$ cat config.mk
export PLATFORM = sky130hd
export DESIGN_NAME = dcpp_top
export DESIGN_NICKNAME = d
export VERILOG_FILES = /design/src/verilog/dcpp_pkg.sv /design/src/verilog/dcpp_edge_sync.sv /design/src/verilog/dcpp_prescaler.sv /design/src/verilog/dcpp_top.sv
export SDC_FILE = /design/constraint.sdc
export NUM_CORES = 1
export LEC_CHECK = 0
export BUFFER_PORTS_ARGS = -buffer_cell sky130_fd_sc_hd__buf_2
export CAP_MARGIN = 20
export CORE_MARGIN = 4
export CORE_UTILIZATION = 42
export CTS_CLUSTER_SIZE = 28
export DETAILED_ROUTE_END_ITERATION = 10
export SYNTH_ARGS = -nofsm -noshare
export SYNTH_HDL_FRONTEND = slang
export SYNTH_HIERARCHICAL = 1
export SYNTH_SLANG_ARGS = --single-unit
$ cat constraint.sdc
create_clock -name clk_sys -period 2.7 [get_ports clk_sys]
set_input_delay 0.54 -clock clk_sys [delete_from_list [all_inputs] [get_ports clk_sys]]
set_output_delay 0.54 -clock clk_sys [all_outputs]
set_load 0.1 [all_outputs]
$ cat src/verilog/dcpp_pkg.sv
// shared constants, register map and types of the down-counter pwm timer
package dcpp_pkg;

   // ------------------------------------------------------------------
   // bus widths
   // ------------------------------------------------------------------
   localparam int DCPP_AW = 4;
   localparam int DCPP_DW = 8;

   // ------------------------------------------------------------------
   // register offsets
   // ------------------------------------------------------------------
   localparam logic [DCPP_AW-1:0] DCPP_OFF_COUNT = 4'h0;
   localparam logic [DCPP_AW-1:0] DCPP_OFF_CTRL_A = 4'h1;
   localparam logic [DCPP_AW-1:0] DCPP_OFF_CTRL_B = 4'h2;
   localparam logic [DCPP_AW-1:0] DCPP_OFF_DUTY = 4'h3;
   localparam logic [DCPP_AW-1:0] DCPP_OFF_STATUS = 4'h4;
   localparam logic [DCPP_AW-1:0] DCPP_OFF_MASK = 4'h5;

   // ------------------------------------------------------------------
   // field positions
   // ------------------------------------------------------------------
   localparam int DCPP_A_EN = 0;
   localparam int DCPP_A_RL = 1;
   localparam int DCPP_A_OS = 2;
   localparam int DCPP_A_POL = 6;
   localparam int DCPP_A_PEN = 7;
   localparam int DCPP_B_RATE_LSB = 0;
   localparam int DCPP_B_RATE_MSB = 2;
   localparam int DCPP_B_PSD = 3;
   localparam int DCPP_B_EDGE = 4;
   localparam int DCPP_B_SRC = 5;
   localparam int DCPP_ST_UF = 0;
   localparam int DCPP_RATE_W = 3;

   // ------------------------------------------------------------------
   // reset values and read masks
   // ------------------------------------------------------------------
   localparam logic [DCPP_DW-1:0] DCPP_CTRL_A_RST = 8'h00;
   localparam logic [DCPP_DW-1:0] DCPP_CTRL_B_RST = 8'h3f;
   localparam logic [DCPP_DW-1:0] DCPP_COUNT_RST = 8'hff;
   localparam logic [DCPP_DW-1:0] DCPP_DUTY_RST = 8'h00;
   localparam logic [DCPP_DW-1:0] DCPP_ZERO = 8'h00;
   localparam logic [DCPP_DW-1:0] DCPP_ALL_ONES = 8'hff;
   localparam logic [DCPP_DW-1:0] DCPP_CTRL_A_RD = 8'h07;
   localparam logic [DCPP_DW-1:0] DCPP_CTRL_B_RD = 8'h3f;
   localparam logic [DCPP_DW-1:0] DCPP_EVT_RD = 8'h01;

   // ------------------------------------------------------------------
   // counter states, gray along idle -> run -> done
   // ------------------------------------------------------------------
   typedef enum logic [1:0] {
      DCPP_IDLE = 2'b00,
      DCPP_RUN = 2'b01,
      DCPP_DONE = 2'b11
   } dcpp_state_t;

   function automatic logic dcpp_hit(input logic [DCPP_AW-1:0] addr,
                                     input logic [DCPP_AW-1:0] off);
      return addr == off;
   endfunction : dcpp_hit

endpackage : dcpp_pkg

$ cat src/verilog/dcpp_edge_sync.sv
// two-flop synchroniser with rising and falling edge pulses
`timescale 1ns/1ps
module dcpp_edge_sync (
   input wire logic clk_sys,
   input wire logic rstn,
   input wire logic pin_in,
   output logic rise,
   output logic fall
);

   // ------------------------------------------------------------------
   // synchroniser; meta_q is read by sync_q only
   // ------------------------------------------------------------------
   logic meta_q;
   logic sync_q;
   logic prev_q;

   always_ff @(posedge clk_sys or negedge rstn) begin
      if (!rstn) begin
         meta_q <= 1'b0;
         sync_q <= 1'b0;
         prev_q <= 1'b0;
      end else begin
         meta_q <= pin_in;
         sync_q <= meta_q;
         prev_q <= sync_q;
      end
   end

   assign rise = sync_q & ~prev_q;
   assign fall = ~sync_q & prev_q;

endmodule : dcpp_edge_sync

$ cat src/verilog/dcpp_prescaler.sv
// power-of-two prescaler with bypass
`timescale 1ns/1ps
module dcpp_prescaler
   import dcpp_pkg::*;
#(
   parameter int PW = 8
) (
   input wire logic clk_sys,
   input wire logic rstn,
   input wire logic src_tick,
   input wire logic bypass,
   input wire logic [DCPP_RATE_W-1:0] rate,
   output logic out_tick
);

   // ------------------------------------------------------------------
   // ripple count and all-ones taps
   // ------------------------------------------------------------------
   logic [PW-1:0] cnt_q;
   logic [PW-1:0] tap;

   generate
      for (genvar i = 0; i < PW; i++) begin : g_tap
         assign tap[i] = &cnt_q[i:0];
      end
   endgenerate

   always_ff @(posedge clk_sys or negedge rstn) begin
      if (!rstn) begin
         cnt_q <= '0;
      end else if (src_tick) begin
         cnt_q <= cnt_q + 1'b1;
      end
   end

   // rate n divides by 2^(n+1): tick when the low n+1 bits wrap
   assign out_tick = src_tick & (bypass | tap[rate]);

endmodule : dcpp_prescaler

$ cat src/verilog/dcpp_top.sv
// down-counting timer with reload, one-shot, prescaler and pwm pin output
`timescale 1ns/1ps

// What this block does
// reading the count register returns the live 8-bit count
// writing the count register sets reload value and running count together
// non-stop, reload-select clear: underflow loads all ones, counting continues
// non-stop, reload-select set: underflow loads the stored reload value
// one-shot: count once down to zero, stop at underflow
// reload-select only matters in non-stop mode
// polarity bit one makes pwm active low, zero active high
// pin enable drives pwm on the port pin, else pin is plain gpio
// rate field divides count clock by 2 (000) up to 256 (111)
// prescale_disable_n high bypasses prescaler, low inserts it
// source bit one picks external pin, zero the instruction clock
// edge bit one counts on falling external edges, zero on rising
// pwm inactive after enable, active from count equal duty until underflow
// counter decrements per prescaled tick only while enabled, else holds
// every underflow sets a sticky flag only software clears
module dcpp_top
   import dcpp_pkg::*;
#(
   parameter int CW = DCPP_DW,
   parameter int PRESCALE_W = 8
) (
   input wire logic clk_sys,
   input wire logic rstn,
   input wire logic [DCPP_AW-1:0] reg_addr,
   input wire logic [DCPP_DW-1:0] reg_wdata,
   input wire logic reg_wr,
   input wire logic reg_rd,
   output logic [DCPP_DW-1:0] reg_rdata,
   input wire logic external_count_pin,
   input wire logic gpio_out,
   input wire logic gpio_oe_n,
   output logic pwm_port_pin_o,
   output logic pwm_port_pin_oe_n,
   output logic irq
);

   // ------------------------------------------------------------------
   // register bus decode
   // ------------------------------------------------------------------
   logic wr_count;
   logic wr_ctrl_a;
   logic wr_ctrl_b;
   logic wr_duty;
   logic wr_status;
   logic wr_mask;

   assign wr_count = reg_wr & dcpp_hit(reg_addr, DCPP_OFF_COUNT);
   assign wr_ctrl_a = reg_wr & dcpp_hit(reg_addr, DCPP_OFF_CTRL_A);
   assign wr_ctrl_b = reg_wr & dcpp_hit(reg_addr, DCPP_OFF_CTRL_B);
   assign wr_duty = reg_wr & dcpp_hit(reg_addr, DCPP_OFF_DUTY);
   assign wr_status = reg_wr & dcpp_hit(reg_addr, DCPP_OFF_STATUS);
   assign wr_mask = reg_wr & dcpp_hit(reg_addr, DCPP_OFF_MASK);

   // ------------------------------------------------------------------
   // register storage
   // ------------------------------------------------------------------
   logic [DCPP_DW-1:0] ctrl_a_q;
   logic [DCPP_DW-1:0] ctrl_b_q;
   logic [DCPP_DW-1:0] duty_q;
   logic [DCPP_DW-1:0] mask_q;
   logic [CW-1:0] reload_q;
   logic [CW-1:0] count_q;
   logic [CW-1:0] count_d;
   logic [DCPP_DW-1:0] status_q;
   logic [DCPP_DW-1:0] status_d;
   logic [DCPP_DW-1:0] rdata_q;
   logic [DCPP_DW-1:0] rdata_d;
   dcpp_state_t state_q;
   dcpp_state_t state_d;
   logic pwm_act_q;
   logic pwm_act_d;
   logic pin_q;
   logic pin_oe_n_q;

   always_ff @(posedge clk_sys or negedge rstn) begin
      if (!rstn) begin
         ctrl_a_q <= DCPP_CTRL_A_RST;
         ctrl_b_q <= DCPP_CTRL_B_RST;
         duty_q <= DCPP_DUTY_RST;
         mask_q <= DCPP_ZERO;
      end else begin
         if (wr_ctrl_a) begin
            ctrl_a_q <= reg_wdata;
         end
         if (wr_ctrl_b) begin
            ctrl_b_q <= reg_wdata & DCPP_CTRL_B_RD;
         end
         if (wr_duty) begin
            duty_q <= reg_wdata;
         end
         if (wr_mask) begin
            mask_q <= reg_wdata & DCPP_EVT_RD;
         end
      end
   end

   // ------------------------------------------------------------------
   // control fields
   // ------------------------------------------------------------------
   logic enable;
   logic reload_sel;
   logic one_shot;
   logic pwm_pol;
   logic pwm_pin_en;
   logic ext_src;
   logic ext_fall;
   logic presc_dis_n;
   logic [DCPP_RATE_W-1:0] presc_rate;

   assign enable = ctrl_a_q[DCPP_A_EN];
   assign reload_sel = ctrl_a_q[DCPP_A_RL];
   assign one_shot = ctrl_a_q[DCPP_A_OS];
   assign pwm_pol = ctrl_a_q[DCPP_A_POL];
   assign pwm_pin_en = ctrl_a_q[DCPP_A_PEN];
   assign ext_src = ctrl_b_q[DCPP_B_SRC];
   assign ext_fall = ctrl_b_q[DCPP_B_EDGE];
   assign presc_dis_n = ctrl_b_q[DCPP_B_PSD];
   assign presc_rate = ctrl_b_q[DCPP_B_RATE_MSB:DCPP_B_RATE_LSB];

   // ------------------------------------------------------------------
   // count source and prescaler
   // ------------------------------------------------------------------
   logic ext_rise_p;
   logic ext_fall_p;
   logic src_tick;
   logic cnt_tick;

   // external pin is sampled, so it must stay below half of clk_sys
   dcpp_edge_sync u_ext_sync (
      .clk_sys (clk_sys),
      .rstn (rstn),
      .pin_in (external_count_pin),
      .rise (ext_rise_p),
      .fall (ext_fall_p)
   );

   // instruction clock is clk_sys itself, one source tick per cycle
   assign src_tick = ext_src ? (ext_fall ? ext_fall_p : ext_rise_p) : 1'b1;

   dcpp_prescaler #(
      .PW (PRESCALE_W)
   ) u_presc (
      .clk_sys (clk_sys),
      .rstn (rstn),
      .src_tick (src_tick),
      .bypass (presc_dis_n),
      .rate (presc_rate),
      .out_tick (cnt_tick)
   );

   // ------------------------------------------------------------------
   // down-counter
   // ------------------------------------------------------------------
   logic running;
   logic step;
   logic at_zero;
   logic underflow;
   logic [CW-1:0] reload_val;

   assign running = (state_q == DCPP_RUN);
   assign step = cnt_tick & running & ~wr_count;
   assign at_zero = (count_q == CW'(DCPP_ZERO));
   assign underflow = step & at_zero;
   // reload select is ignored while one-shot is set
   assign reload_val = (reload_sel & ~one_shot) ? reload_q : CW'(DCPP_ALL_ONES);

   always_comb begin
      count_d = count_q;
      if (wr_count) begin
         count_d = CW'(reg_wdata);
      end else if (underflow) begin
         count_d = one_shot ? count_q : reload_val;
      end else if (step) begin
         count_d = count_q - 1'b1;
      end
   end

   always_comb begin
      state_d = state_q;
      case (state_q)
         DCPP_IDLE: begin
            if (enable) begin
               state_d = DCPP_RUN;
            end
         end
         DCPP_RUN: begin
            if (!enable) begin
               state_d = DCPP_IDLE;
            end else if (underflow && one_shot) begin
               state_d = DCPP_DONE;
            end
         end
         DCPP_DONE: begin
            // a count write rearms a finished one-shot
            if (!enable) begin
               state_d = DCPP_IDLE;
            end else if (wr_count) begin
               state_d = DCPP_RUN;
            end
         end
         default: begin
            state_d = DCPP_IDLE;
         end
      endcase
   end

   always_ff @(posedge clk_sys or negedge rstn) begin
      if (!rstn) begin
         count_q <= CW'(DCPP_COUNT_RST);
         reload_q <= CW'(DCPP_COUNT_RST);
         state_q <= DCPP_IDLE;
      end else begin
         count_q <= count_d;
         state_q <= state_d;
         if (wr_count) begin
            reload_q <= CW'(reg_wdata);
         end
      end
   end

   // ------------------------------------------------------------------
   // pwm output and pin routing
   // ------------------------------------------------------------------
   logic duty_match;
   logic pwm_level;

   assign duty_match = (count_q == CW'(duty_q));

   always_comb begin
      pwm_act_d = pwm_act_q;
      if (!running || underflow) begin
         pwm_act_d = 1'b0;
      end else if (duty_match) begin
         pwm_act_d = 1'b1;
      end
   end

   assign pwm_level = pwm_act_q ^ pwm_pol;

   always_ff @(posedge clk_sys or negedge rstn) begin
      if (!rstn) begin
         pwm_act_q <= 1'b0;
         pin_q <= 1'b0;
         pin_oe_n_q <= 1'b1;
      end else begin
         pwm_act_q <= pwm_act_d;
         pin_q <= pwm_pin_en ? pwm_level : gpio_out;
         pin_oe_n_q <= pwm_pin_en ? 1'b0 : gpio_oe_n;
      end
   end

   assign pwm_port_pin_o = pin_q;
   assign pwm_port_pin_oe_n = pin_oe_n_q;

   // ------------------------------------------------------------------
   // event status and interrupt
   // ------------------------------------------------------------------
   logic [DCPP_DW-1:0] status_clr;
   logic [DCPP_DW-1:0] status_set;

   assign status_clr = wr_status ? (reg_wdata & DCPP_EVT_RD) : DCPP_ZERO;
   assign status_set = {{(DCPP_DW-1){1'b0}}, underflow};
   // a set in the clearing cycle wins
   assign status_d = (status_q & ~status_clr) | status_set;

   always_ff @(posedge clk_sys or negedge rstn) begin
      if (!rstn) begin
         status_q <= DCPP_ZERO;
      end else begin
         status_q <= status_d;
      end
   end

   assign irq = |(status_q & mask_q);

   // ------------------------------------------------------------------
   // read path, data valid only in the cycle after the strobe
   // ------------------------------------------------------------------
   logic [DCPP_DW-1:0] rd_mux;

   assign rd_mux =
      dcpp_hit(reg_addr, DCPP_OFF_COUNT) ? DCPP_DW'(count_q) :
      dcpp_hit(reg_addr, DCPP_OFF_CTRL_A) ? (ctrl_a_q & DCPP_CTRL_A_RD) :
      dcpp_hit(reg_addr, DCPP_OFF_CTRL_B) ? ctrl_b_q :
      dcpp_hit(reg_addr, DCPP_OFF_STATUS) ? status_q :
      dcpp_hit(reg_addr, DCPP_OFF_MASK) ? mask_q :
      DCPP_ZERO;

   assign rdata_d = reg_rd ? rd_mux : DCPP_ZERO;

   always_ff @(posedge clk_sys or negedge rstn) begin
      if (!rstn) begin
         rdata_q <= DCPP_ZERO;
      end else begin
         rdata_q <= rdata_d;
      end
   end

   assign reg_rdata = rdata_q;

endmodule : dcpp_top

==> results of run 1 <==
worst max path at each step:
stage | startpoint | to | slack [ps] | cells past startpoint
6_report | u_presc/cnt_q[0] | count_q[1] | 190 | 8
5_1_grt | u_presc/cnt_q[0] | count_q[3] | 40 | 9
4_1_cts | u_presc/cnt_q[0] | count_q[1] | 190 | 8
3_5_place_dp | u_presc/cnt_q[0] | count_q[1] | 210 | 8
3_3_place_gp | u_presc/cnt_q[0] | count_q[3] | 310 | 8
2_1_floorplan | u_presc/cnt_q[0] | count_q[1] | 540 | 8
cell families after synthesis:
kind of cell               share of synthesized area
AOI/OAI and AO/OA                             0.1141
DFF                                           0.4976
and+or+nand+nor                               0.1713
adders and majority gates                    0.01601
muxes                                         0.1081
xor gates and xnor gates                     0.05324
buffers and inverters                        0.03963
state kept, by name, summed over array words and instances, names as in the netlist:
name               cells
duty_q                 8
u_ext_sync/prev_q      1
reload_q               8
ctrl_a_q               5
pwm_port_pin_o         1
mask_q                 1
pwm_act_q              1
u_ext_sync/meta_q      1
reg_rdata              8
state_q                2
pwm_port_pin_oe_n      1
u_presc/cnt_q          8
count_q                8
ctrl_b_q               6
u_ext_sync/sync_q      1
status_q               1
cell type report:
cell class | instances | share of cell area
clock buffer | 12 | 0.04052
clock inverter | 4 | 0.02655
inverter | 7 | 0.007335
multi-input combinational | 203 | 0.4038
sequential | 61 | 0.4342
tap | 99 | 0.03458
timing repair buffer | 35 | 0.05309
routing by layer:
| layer | track usage | vias up |
|---|---|---|
| li1 | - | 1073 |
| met1 | 0.2560 | 1083 |
| met2 | 0.2541 | 56 |
| met3 | 0.04167 | 15 |
| met4 | 0.08303 | 0 |
| met5 | 0 | - |
cells in the final DEF, fill, tap and decap left out, drive strengths merged, types with 4 or more instances in the layout:
master / synthesis / layout
dfrtp: 38 / 38
buf: 3 / 35
nand2: 27 / 27
dfstp: 23 / 23
mux2: 22 / 22
nor2: 20 / 20
a21oi: 12 / 12
clkbuf: 9 / 12
xor2: 11 / 11
o21ai: 11 / 11
mux2i: 9 / 9
nor2b: 8 / 8
xnor2: 8 / 8
inv: 7 / 7
and3: 6 / 6
nand3: 5 / 5
a211oi: 5 / 5
nor3b: 5 / 5
and2: 5 / 5
nor4: 4 / 4
a221o: 4 / 4
ha: 4 / 4
nor3: 4 / 4
worst reg2reg max path: cells and delay by family, from the launching register on:
family | cells | cell delay (ps)
AO/OA/AOI/OAI | 3 | 800
adder cells (fa/ha/maj) | 1 | 230
flip-flops | 1 | 450
multiplexers | 1 | 120
AND/OR/NAND/NOR | 3 | 840
stage by stage:
stage,instance area (um^2),worst slack [ps],total power [W],hold slack (ps),utilization
finish,3582,189.6,0.003551,231.9,0.4939
global route,3582,39.52,0.003770,277.2,0.4939
global placement,3342,311.9,0.002548,333.4,0.4608
detailed placement,3342,208.3,0.002562,334.7,0.4608
floorplan,3126,540.9,0.002339,244.4,-
CTS,3582,194.3,0.003563,249.9,0.4939
power by group through the flow:
stage	clock [W]	sequential, W	combinational (W)
after global routing	0.00106	0.00160	0.00111
final	0.000987	0.00156	0.00100
after CTS	0.00100	0.00156	0.00100
after floorplan	0	0.00145	0.000885
after detailed placement	0	0.00157	0.000992
after global placement	0	0.00157	0.000980
==> results_dict.tcl, run 1 <==
set metrics [dict create \
    outcome "finished, final reports clean" \
    fmax_ghz 0.3983 \
    p_int_w 0.002342 \
    syn_nets 306 \
    post_cts_resized 0 \
    wl_per_cell_um 16.99 \
    cts_buffer_depth 2 \
    fin_cells 421 \
    crit_chain "ha_1, and3_1, o221ai_1, a311oi_1, nand3b_1, nor3_4, mux2i_1, a221o_1" \
    fin_nets 340 \
    row_count 31 \
    routed.top_layer "met4" \
    rsz0062_at_grt "false" \
    nFillCells 681 \
    cts_made_buffers 9 \
    core_area_um2 7253 \
    place_congestion 0.8797 \
    r2r-end "count_q[1]" \
    die_h_um 94.27 \
    dp_cells 405 \
    yosys_warnings 6 \
    htree_levels 3 \
    p_switching_w 0.001209 \
    area_delta_synth_final_pct 14.61 \
    critPathMaxFanout 6 \
    io_buffers 29 \
    cp_slowest_cell "dfrtp_1" \
    grt_pass1_wl_um 11990 \
    routed-wl-met2_um 3092 \
    drive_above_1_share 0.3354 \
    critical_path_arrival_ps 2770 \
    synth_edf_count 0 \
    drc 0 \
    crit_family "simple AND/OR/NAND/NOR gates" \
    synth.distinct_cells 55 \
    p_leak_nw 1.596 \
    tns_ps 0 \
    synth-async-reset-ratio 1.000 \
    hold_buffers 0 \
    wl_met1_um 3540 \
    critical_path.max_stage_delay_ps 450 \
    cp_data_required_time_ps 2960 \
    firstDrtPassIters 4 \
    initial_core_util 0.4309 \
    path_clk_slew_ps 70 \
    synth_top_area_frac 0.3042 \
    p_clk_frac 0.278 \
    path_buf_inv 0 \
    wl_um 7153 \
    drtAntennaViolNets 0 \
    die-width_um 94.27 \
    synth.most_common_cell "dfrtp_1" \
    hold_viol 0 \
    p_seq_frac 0.440 \
    layout_worst_path_cycle_share 0.9298 \
    vias 2227 \
    ir_drop_v 0.0003535 \
    worst_skew_pair.late_latency_ps 340 \
    timing.rr.start "u_presc/cnt_q[0]" \
    p_per_area_nw_per_um2 991.2 \
    drt_iter0_drc 84 \
    regArea_um2 1555 \
    final_max_slew_viol_count 0 \
    worstSetupStartpointType "register" \
    ys.flop_type "dfrtp_1" \
    worstSetupEndpointType "register" \
    finClkSkew_ps 8.843 \
    boundaryPins 30 \
    viasPerCell 5.290 \
    multi_input_area_um2 1446 \
    postCtsSetupBuffers 0 \
    cts-root-buf "clkbuf_8" \
    die-area_um2 8886 \
    tightest_slew_ps 651.5 \
    syn_avg_cell_area_um2 11.04 \
    first_global_vias 2300 \
    seq_area_frac_synth 0.4976 \
    yosys.area.top_type "dfrtp_1" \
    netlist_area_um2 3125 \
    grtUsageTotal 0.1788 \
    slew_headroom 0.5656 \
    diodes 0 \
    period_minus_slack_ps 2510 \
    yosys-top-cells-area "dfrtp_1, dfstp_2, mux2_2, nand2_1, xor2_1" \
    reg2reg_depth 8 \
    syn_inst 283 \
    swShare 0.3405 \
    p_comb_frac 0.282 \
    hold_class "input port to async pin" \
    setup_viol_count_final 0 \
    dp_hpwl_um 5225 \
    cts_tree "built" \
    overflow 0 \
    ys_seq_elements 61 \
    drv_cap 0 \
    critPathKind "register to register" \
    grt_max_degree 30 \
    yosys-top-cells-count "dfrtp_1, nand2_1, dfstp_2, mux2_2, nor2_1" \
    wl_met3_um 344 \
    reg2reg_slack_ps 190 \
    cts_num_sinks 61 \
    antenna_found_initial 0 \
]
No activity file was read; power rests on OpenSTA's default activity.
==> run 2, diff against run 1 <==
--- a/config.mk
+++ b/config.mk
@@ -5,6 +5,7 @@
 export SDC_FILE = /design/constraint.sdc
 export NUM_CORES = 1
 export LEC_CHECK = 0
+export ABC_AREA = 1
 export BUFFER_PORTS_ARGS = -buffer_cell sky130_fd_sc_hd__buf_2
 export CAP_MARGIN = 20
 export CORE_MARGIN = 4
==> results_dict.tcl, run 2 <==
set metrics [dict create \
    layout_commonest_cell "nand2_1" \
    outcome "finished, final reports clean" \
    vias 2595 \
    synth-async-reset-ratio 1.000 \
    grt_util_met1 0.2485 \
    wl_per_cell_um 14.39 \
    postCtsSetupBuffers 0 \
    syn_avg_cell_area_um2 8.342 \
    cts_buffer_depth 2 \
    slew_headroom 0.5223 \
    layout_worst_path_cycle_share 0.8521 \
    power_w 0.003152 \
    p_leak_nw 1.849 \
    cts_made_buffers 9 \
    synth_top_area_frac 0.2984 \
    final_max_slew_viol_count 0 \
    io_buffers 29 \
    drtAntennaViolNets 0 \
    fmax_ghz 0.4347 \
    crit_chain "ha_1, inv_1, nor2_2, nand2_1, nand2_1, nand2_1, nand2_1, nand2_1, a21oi_2, inv_1, nor2_2, nand3_4, nand2_1, o21ai_0, o21ai_0" \
    core_area_um2 7331 \
    worstSetupStartpointType "register" \
    post_cts_resized 0 \
    drive_above_1_share 0.2128 \
    diodes 0 \
    grtUsageTotal 0.1825 \
    yosys-top-cells-area "dfrtp_1, dfstp_2, nand2_1, inv_1, o21ai_0" \
    fin_cells 522 \
    top_usage_layer "met2" \
    period_minus_slack_ps 2301 \
    critical_path.max_stage_delay_ps 440 \
    place_congestion 0.8739 \
    yosys.area.top_type "dfrtp_1" \
    fin_nets 441 \
    worstSetupEndpointType "register" \
    yosys_warnings 6 \
    path_common_cell "nand2_1" \
    ys_seq_elements 61 \
    syn_nets 405 \
    final_cell_mix "nand2_1, inv_1, dfrtp_1, nor2_1" \
    overflow 0 \
    antenna_found_initial 0 \
    grt_util_met2 0.2781 \
    yosys-top-cells-count "nand2_1, inv_1, dfrtp_1, nor2_1, o21ai_0" \
    wl_um 7510 \
    path_clk_slew_ps 70 \
    dp_hpwl_um 5678 \
    setup_viol_count_final 0 \
    critPathMaxFanout 15 \
    critical_path_arrival_ps 2560 \
    hold_buffers 0 \
    ys.flop_type "dfrtp_1" \
    p_per_area_nw_per_um2 872.0 \
    finClkSkew_ps 8.587 \
    worst_skew_pair.late_latency_ps 330 \
    boundaryPins 30 \
    row_count 31 \
    tns_ps 0 \
    die_h_um 95.11 \
    synth_edf_count 0 \
    synth.distinct_cells 34 \
    drc 0 \
    grt_max_degree 32 \
    cts_tree "built" \
    drv_cap 0 \
    initial_core_util 0.4347 \
    first_global_vias 2507 \
    tightest_slew_ps 716.6 \
    hold_class "input port to async pin" \
    ir_drop_v 0.0002696 \
    viasPerCell 4.971 \
    cp_data_required_time_ps 2950 \
    area_delta_synth_final_pct 13.43 \
    drt_iter0_drc 124 \
    seq_area_frac_synth 0.4880 \
    cp_slowest_cell "dfrtp_1" \
    cts_num_sinks 61 \
    netlist_area_um2 3187 \
    cts-root-buf "clkbuf_8" \
    path_buf_inv 2 \
    synth.most_common_cell "nand2_1" \
    crit_family "simple AND/OR/NAND/NOR gates" \
    firstDrtPassIters 4 \
    dp_cells 506 \
    htree_levels 3 \
    critPathKind "register to register" \
    die-area_um2 9045 \
    use_met3 0.03631 \
    syn_inst 382 \
    die-width_um 95.11 \
    hold_viol 0 \
    rsz0062_at_grt "false" \
    grt_pass1_wl_um 12450 \
]
## run 2: routing by layer
metal / vias to the layer above / wire, um
met4: 0 / 202
met2: 59 / 3468
li1: 1288 / -
met1: 1234 / 3559
met3: 14 / 280
met5: - / 0
## run 2: cell families after synthesis
| group | share of synthesized area |
|---|---|
| and+or+nand+nor | 0.2662 |
| buffers and inverters | 0.07891 |
| DFF | 0.4880 |
| AOI/OAI and AO/OA | 0.1072 |
| xor gates and xnor gates | 0.04397 |
| adders and majority gates | 0.01571 |
## run 2: worst paths after layout
kind	endpoint	slack [ps]	cells after the start	startpoint
worst max-delay path	count_q[2]	400	15	u_presc/cnt_q[0]
worst min-delay path	u_presc/cnt_q[6]	250	1	rstn
worst max register to register	count_q[2]	400	15	u_presc/cnt_q[0]
worst min register to register	u_ext_sync/sync_q	350	0	u_ext_sync/meta_q
max in group asynchronous	reload_q[5]	1750	2	rstn
min in group clk_sys	u_ext_sync/meta_q	310	1	external_count_pin
## run 2: power by group
group / internal, W / switching (W)
logic: 0.000361 / 0.000611
clock network: 0.000382 / 0.000341
registers: 0.00121 / 0.000250
total: 0.00195 / 0.00120
## run 2: per-stage QoR
step | hold slack [ps] | setup slack (ps) | utilization | cell area, um^2
floorplan | 244.4 | 762.4 | - | 3187
global placement | 336.5 | 600.1 | 0.4695 | 3442
detailed placement | 338.1 | 442.9 | 0.4695 | 3442
CTS | 271.1 | 407.6 | 0.4931 | 3615
global route | 302.4 | 114.3 | 0.4931 | 3615
finish | 253.1 | 399.4 | 0.4931 | 3615
## run 2: cell type report
type                            instances  area (um^2)
Clock buffer                           14        162.7
Clock inverter                          2        10.01
Fill cell                             704         3716
Inverter                               56        210.2
Multi-Input combinational cell        259         1380
Sequential cell                        61         1555
Tap cell                               99        123.9
Timing Repair Buffer                   31        172.7
==> run 3, diff against run 2 <==
--- a/config.mk
+++ b/config.mk
@@ -8,10 +8,11 @@
 export ABC_AREA = 1
 export BUFFER_PORTS_ARGS = -buffer_cell sky130_fd_sc_hd__buf_2
 export CAP_MARGIN = 20
-export CORE_MARGIN = 4
+export CORE_MARGIN = 1
 export CORE_UTILIZATION = 42
 export CTS_CLUSTER_SIZE = 28
 export DETAILED_ROUTE_END_ITERATION = 10
+export GPL_ROUTABILITY_DRIVEN = 0
 export SYNTH_ARGS = -nofsm -noshare
 export SYNTH_HDL_FRONTEND = slang
 export SYNTH_HIERARCHICAL = 1
==> results_dict.tcl, run 3 (synthesis results as in run 2) <==
set metrics [dict create \
    r2r-end "count_q[5]" \
    final_cell_mix "nand2_1, inv_1, dfrtp_1, nor2_1" \
    fin_ws_ps 465.6 \
    critPathMaxFanout 15 \
    hold_viol 0 \
    cp_data_required_time_ps 2970 \
    path_buf_inv 2 \
    crit_family "simple AND/OR/NAND/NOR gates" \
    finClkSkew_ps 9.274 \
    layout_worst_path_cycle_share 0.8276 \
    period_minus_slack_ps 2234 \
    critPathKind "register to register" \
    first_global_vias 2501 \
    path_common_cell "nand2_1" \
    grt_max_degree 37 \
    grt_pass1_wl_um 11870 \
    tns_ps 0 \
    slew_headroom 0.5867 \
    row_count 31 \
    worst_skew_pair.late_latency_ps 350 \
    boundaryPins 30 \
    postCtsSetupBuffers 0 \
    path_clk_slew_ps 70 \
    drive_above_1_share 0.2199 \
    wl_um 7217 \
    drv_cap 0 \
    initial_core_util 0.4370 \
    tightest_slew_ps 618.1 \
    drc 0 \
    wl_per_cell_um 13.83 \
    dp_hpwl_um 5334 \
    hold_buffers 0 \
    cts_num_sinks 61 \
    firstDrtPassIters 4 \
    final_max_slew_viol_count 0 \
    dp_cells 506 \
    cts_buffer_depth 2 \
    timing.rr.start "u_presc/cnt_q[0]" \
    critical_path_arrival_ps 2510 \
    reg2reg_depth 15 \
    die_h_um 89.11 \
    dp_slack_ps 481.0 \
    crit_chain "ha_1, inv_1, nor2_2, nand2_1, nand2_1, nand2_1, nand2_1, nand2_1, a21oi_2, inv_1, nor2_2, nand3_4, nand2_1, nand3_1, a21oi_1" \
    crit_cells 15 \
    worstSetupEndpointType "register" \
    p_per_area_nw_per_um2 921.4 \
    drt_iter0_drc 180 \
    rsz0062_at_grt "false" \
    nFillCells 750 \
    layout_commonest_cell "nand2_1" \
    viasPerCell 4.814 \
    antenna_found_initial 0 \
    io_buffers 29 \
    die-area_um2 7940 \
    outcome "finished, final reports clean" \
    cts_tree "built" \
    grtUsageTotal 0.2065 \
    cp-endpoint "count_q[5]" \
    core_area_um2 7292 \
    post_cts_resized 0 \
    cts-root-buf "clkbuf_8" \
    htree_levels 3 \
    ir_drop_v 0.0002713 \
    reg2reg_slack_ps 470 \
    fmax_ghz 0.4475 \
    overflow 0 \
    setup_viol_count_final 0 \
    crit_start "u_presc/cnt_q[0]" \
    area_delta_synth_final_pct 15.67 \
    hold_class "input port to async pin" \
    cts_made_buffers 9 \
    diodes 0 \
    fin_nets 441 \
    worstSetupStartpointType "register" \
    fin_cells 522 \
    p_leak_nw 1.885 \
    die-width_um 89.11 \
    cp_slowest_cell "dfrtp_1" \
    critical_path.max_stage_delay_ps 430 \
    drtAntennaViolNets 0 \
    vias 2513 \
]
run 3: worst min path at each step:
stage                 startpoint                 to  slack (ps)  cells past startpoint
6_report                    rstn   u_presc/cnt_q[3]         200                      1
5_1_grt                     rstn   u_presc/cnt_q[3]         250                      1
4_1_cts                     rstn   u_presc/cnt_q[3]         230                      1
3_5_place_dp   u_ext_sync/meta_q  u_ext_sync/sync_q         340                      0
3_3_place_gp   u_ext_sync/meta_q  u_ext_sync/sync_q         330                      0
2_1_floorplan               rstn        ctrl_a_q[0]         240                      0
run 3: report_power, final:
group | internal [W] | switching (W) | leakage (nW)
Combinational | 0.000362 | 0.000601 | 1.03
Clock | 0.000619 | 0.000359 | 0.126
Sequential | 0.00121 | 0.000249 | 0.729
run 3: routing by layer:
metal  wire length (um)  global-route usage
met2               3361              0.3276
met3                330             0.05263
met1               3388              0.2656
met5                  0                   0
met4                138             0.09524
run 3: layout make-up:
class / count / area (um^2) / share of cell area
flip-flops and latches: 61 / 1555 / 0.4219
multi-input cells: 259 / 1380 / 0.3744
inverters: 56 / 210.2 / 0.05703
clock buffers: 13 / 178.9 / 0.04854
repair buffers: 31 / 172.7 / 0.04684
well taps: 99 / 123.9 / 0.03360
clock inverters: 3 / 65.06 / 0.01765
run 3: through the flow:
stage	cell area, um^2	util	power [W]	hold slack [ps]
after global placement	3442	0.4720	0.002410	333.8
after global routing	3686	0.5055	0.003639	247.0
after floorplan	3187	-	0.002181	244.4
after detailed placement	3442	0.4720	0.002434	341.0
final	3686	0.5055	0.003396	199.9
after CTS	3686	0.5055	0.003421	227.7
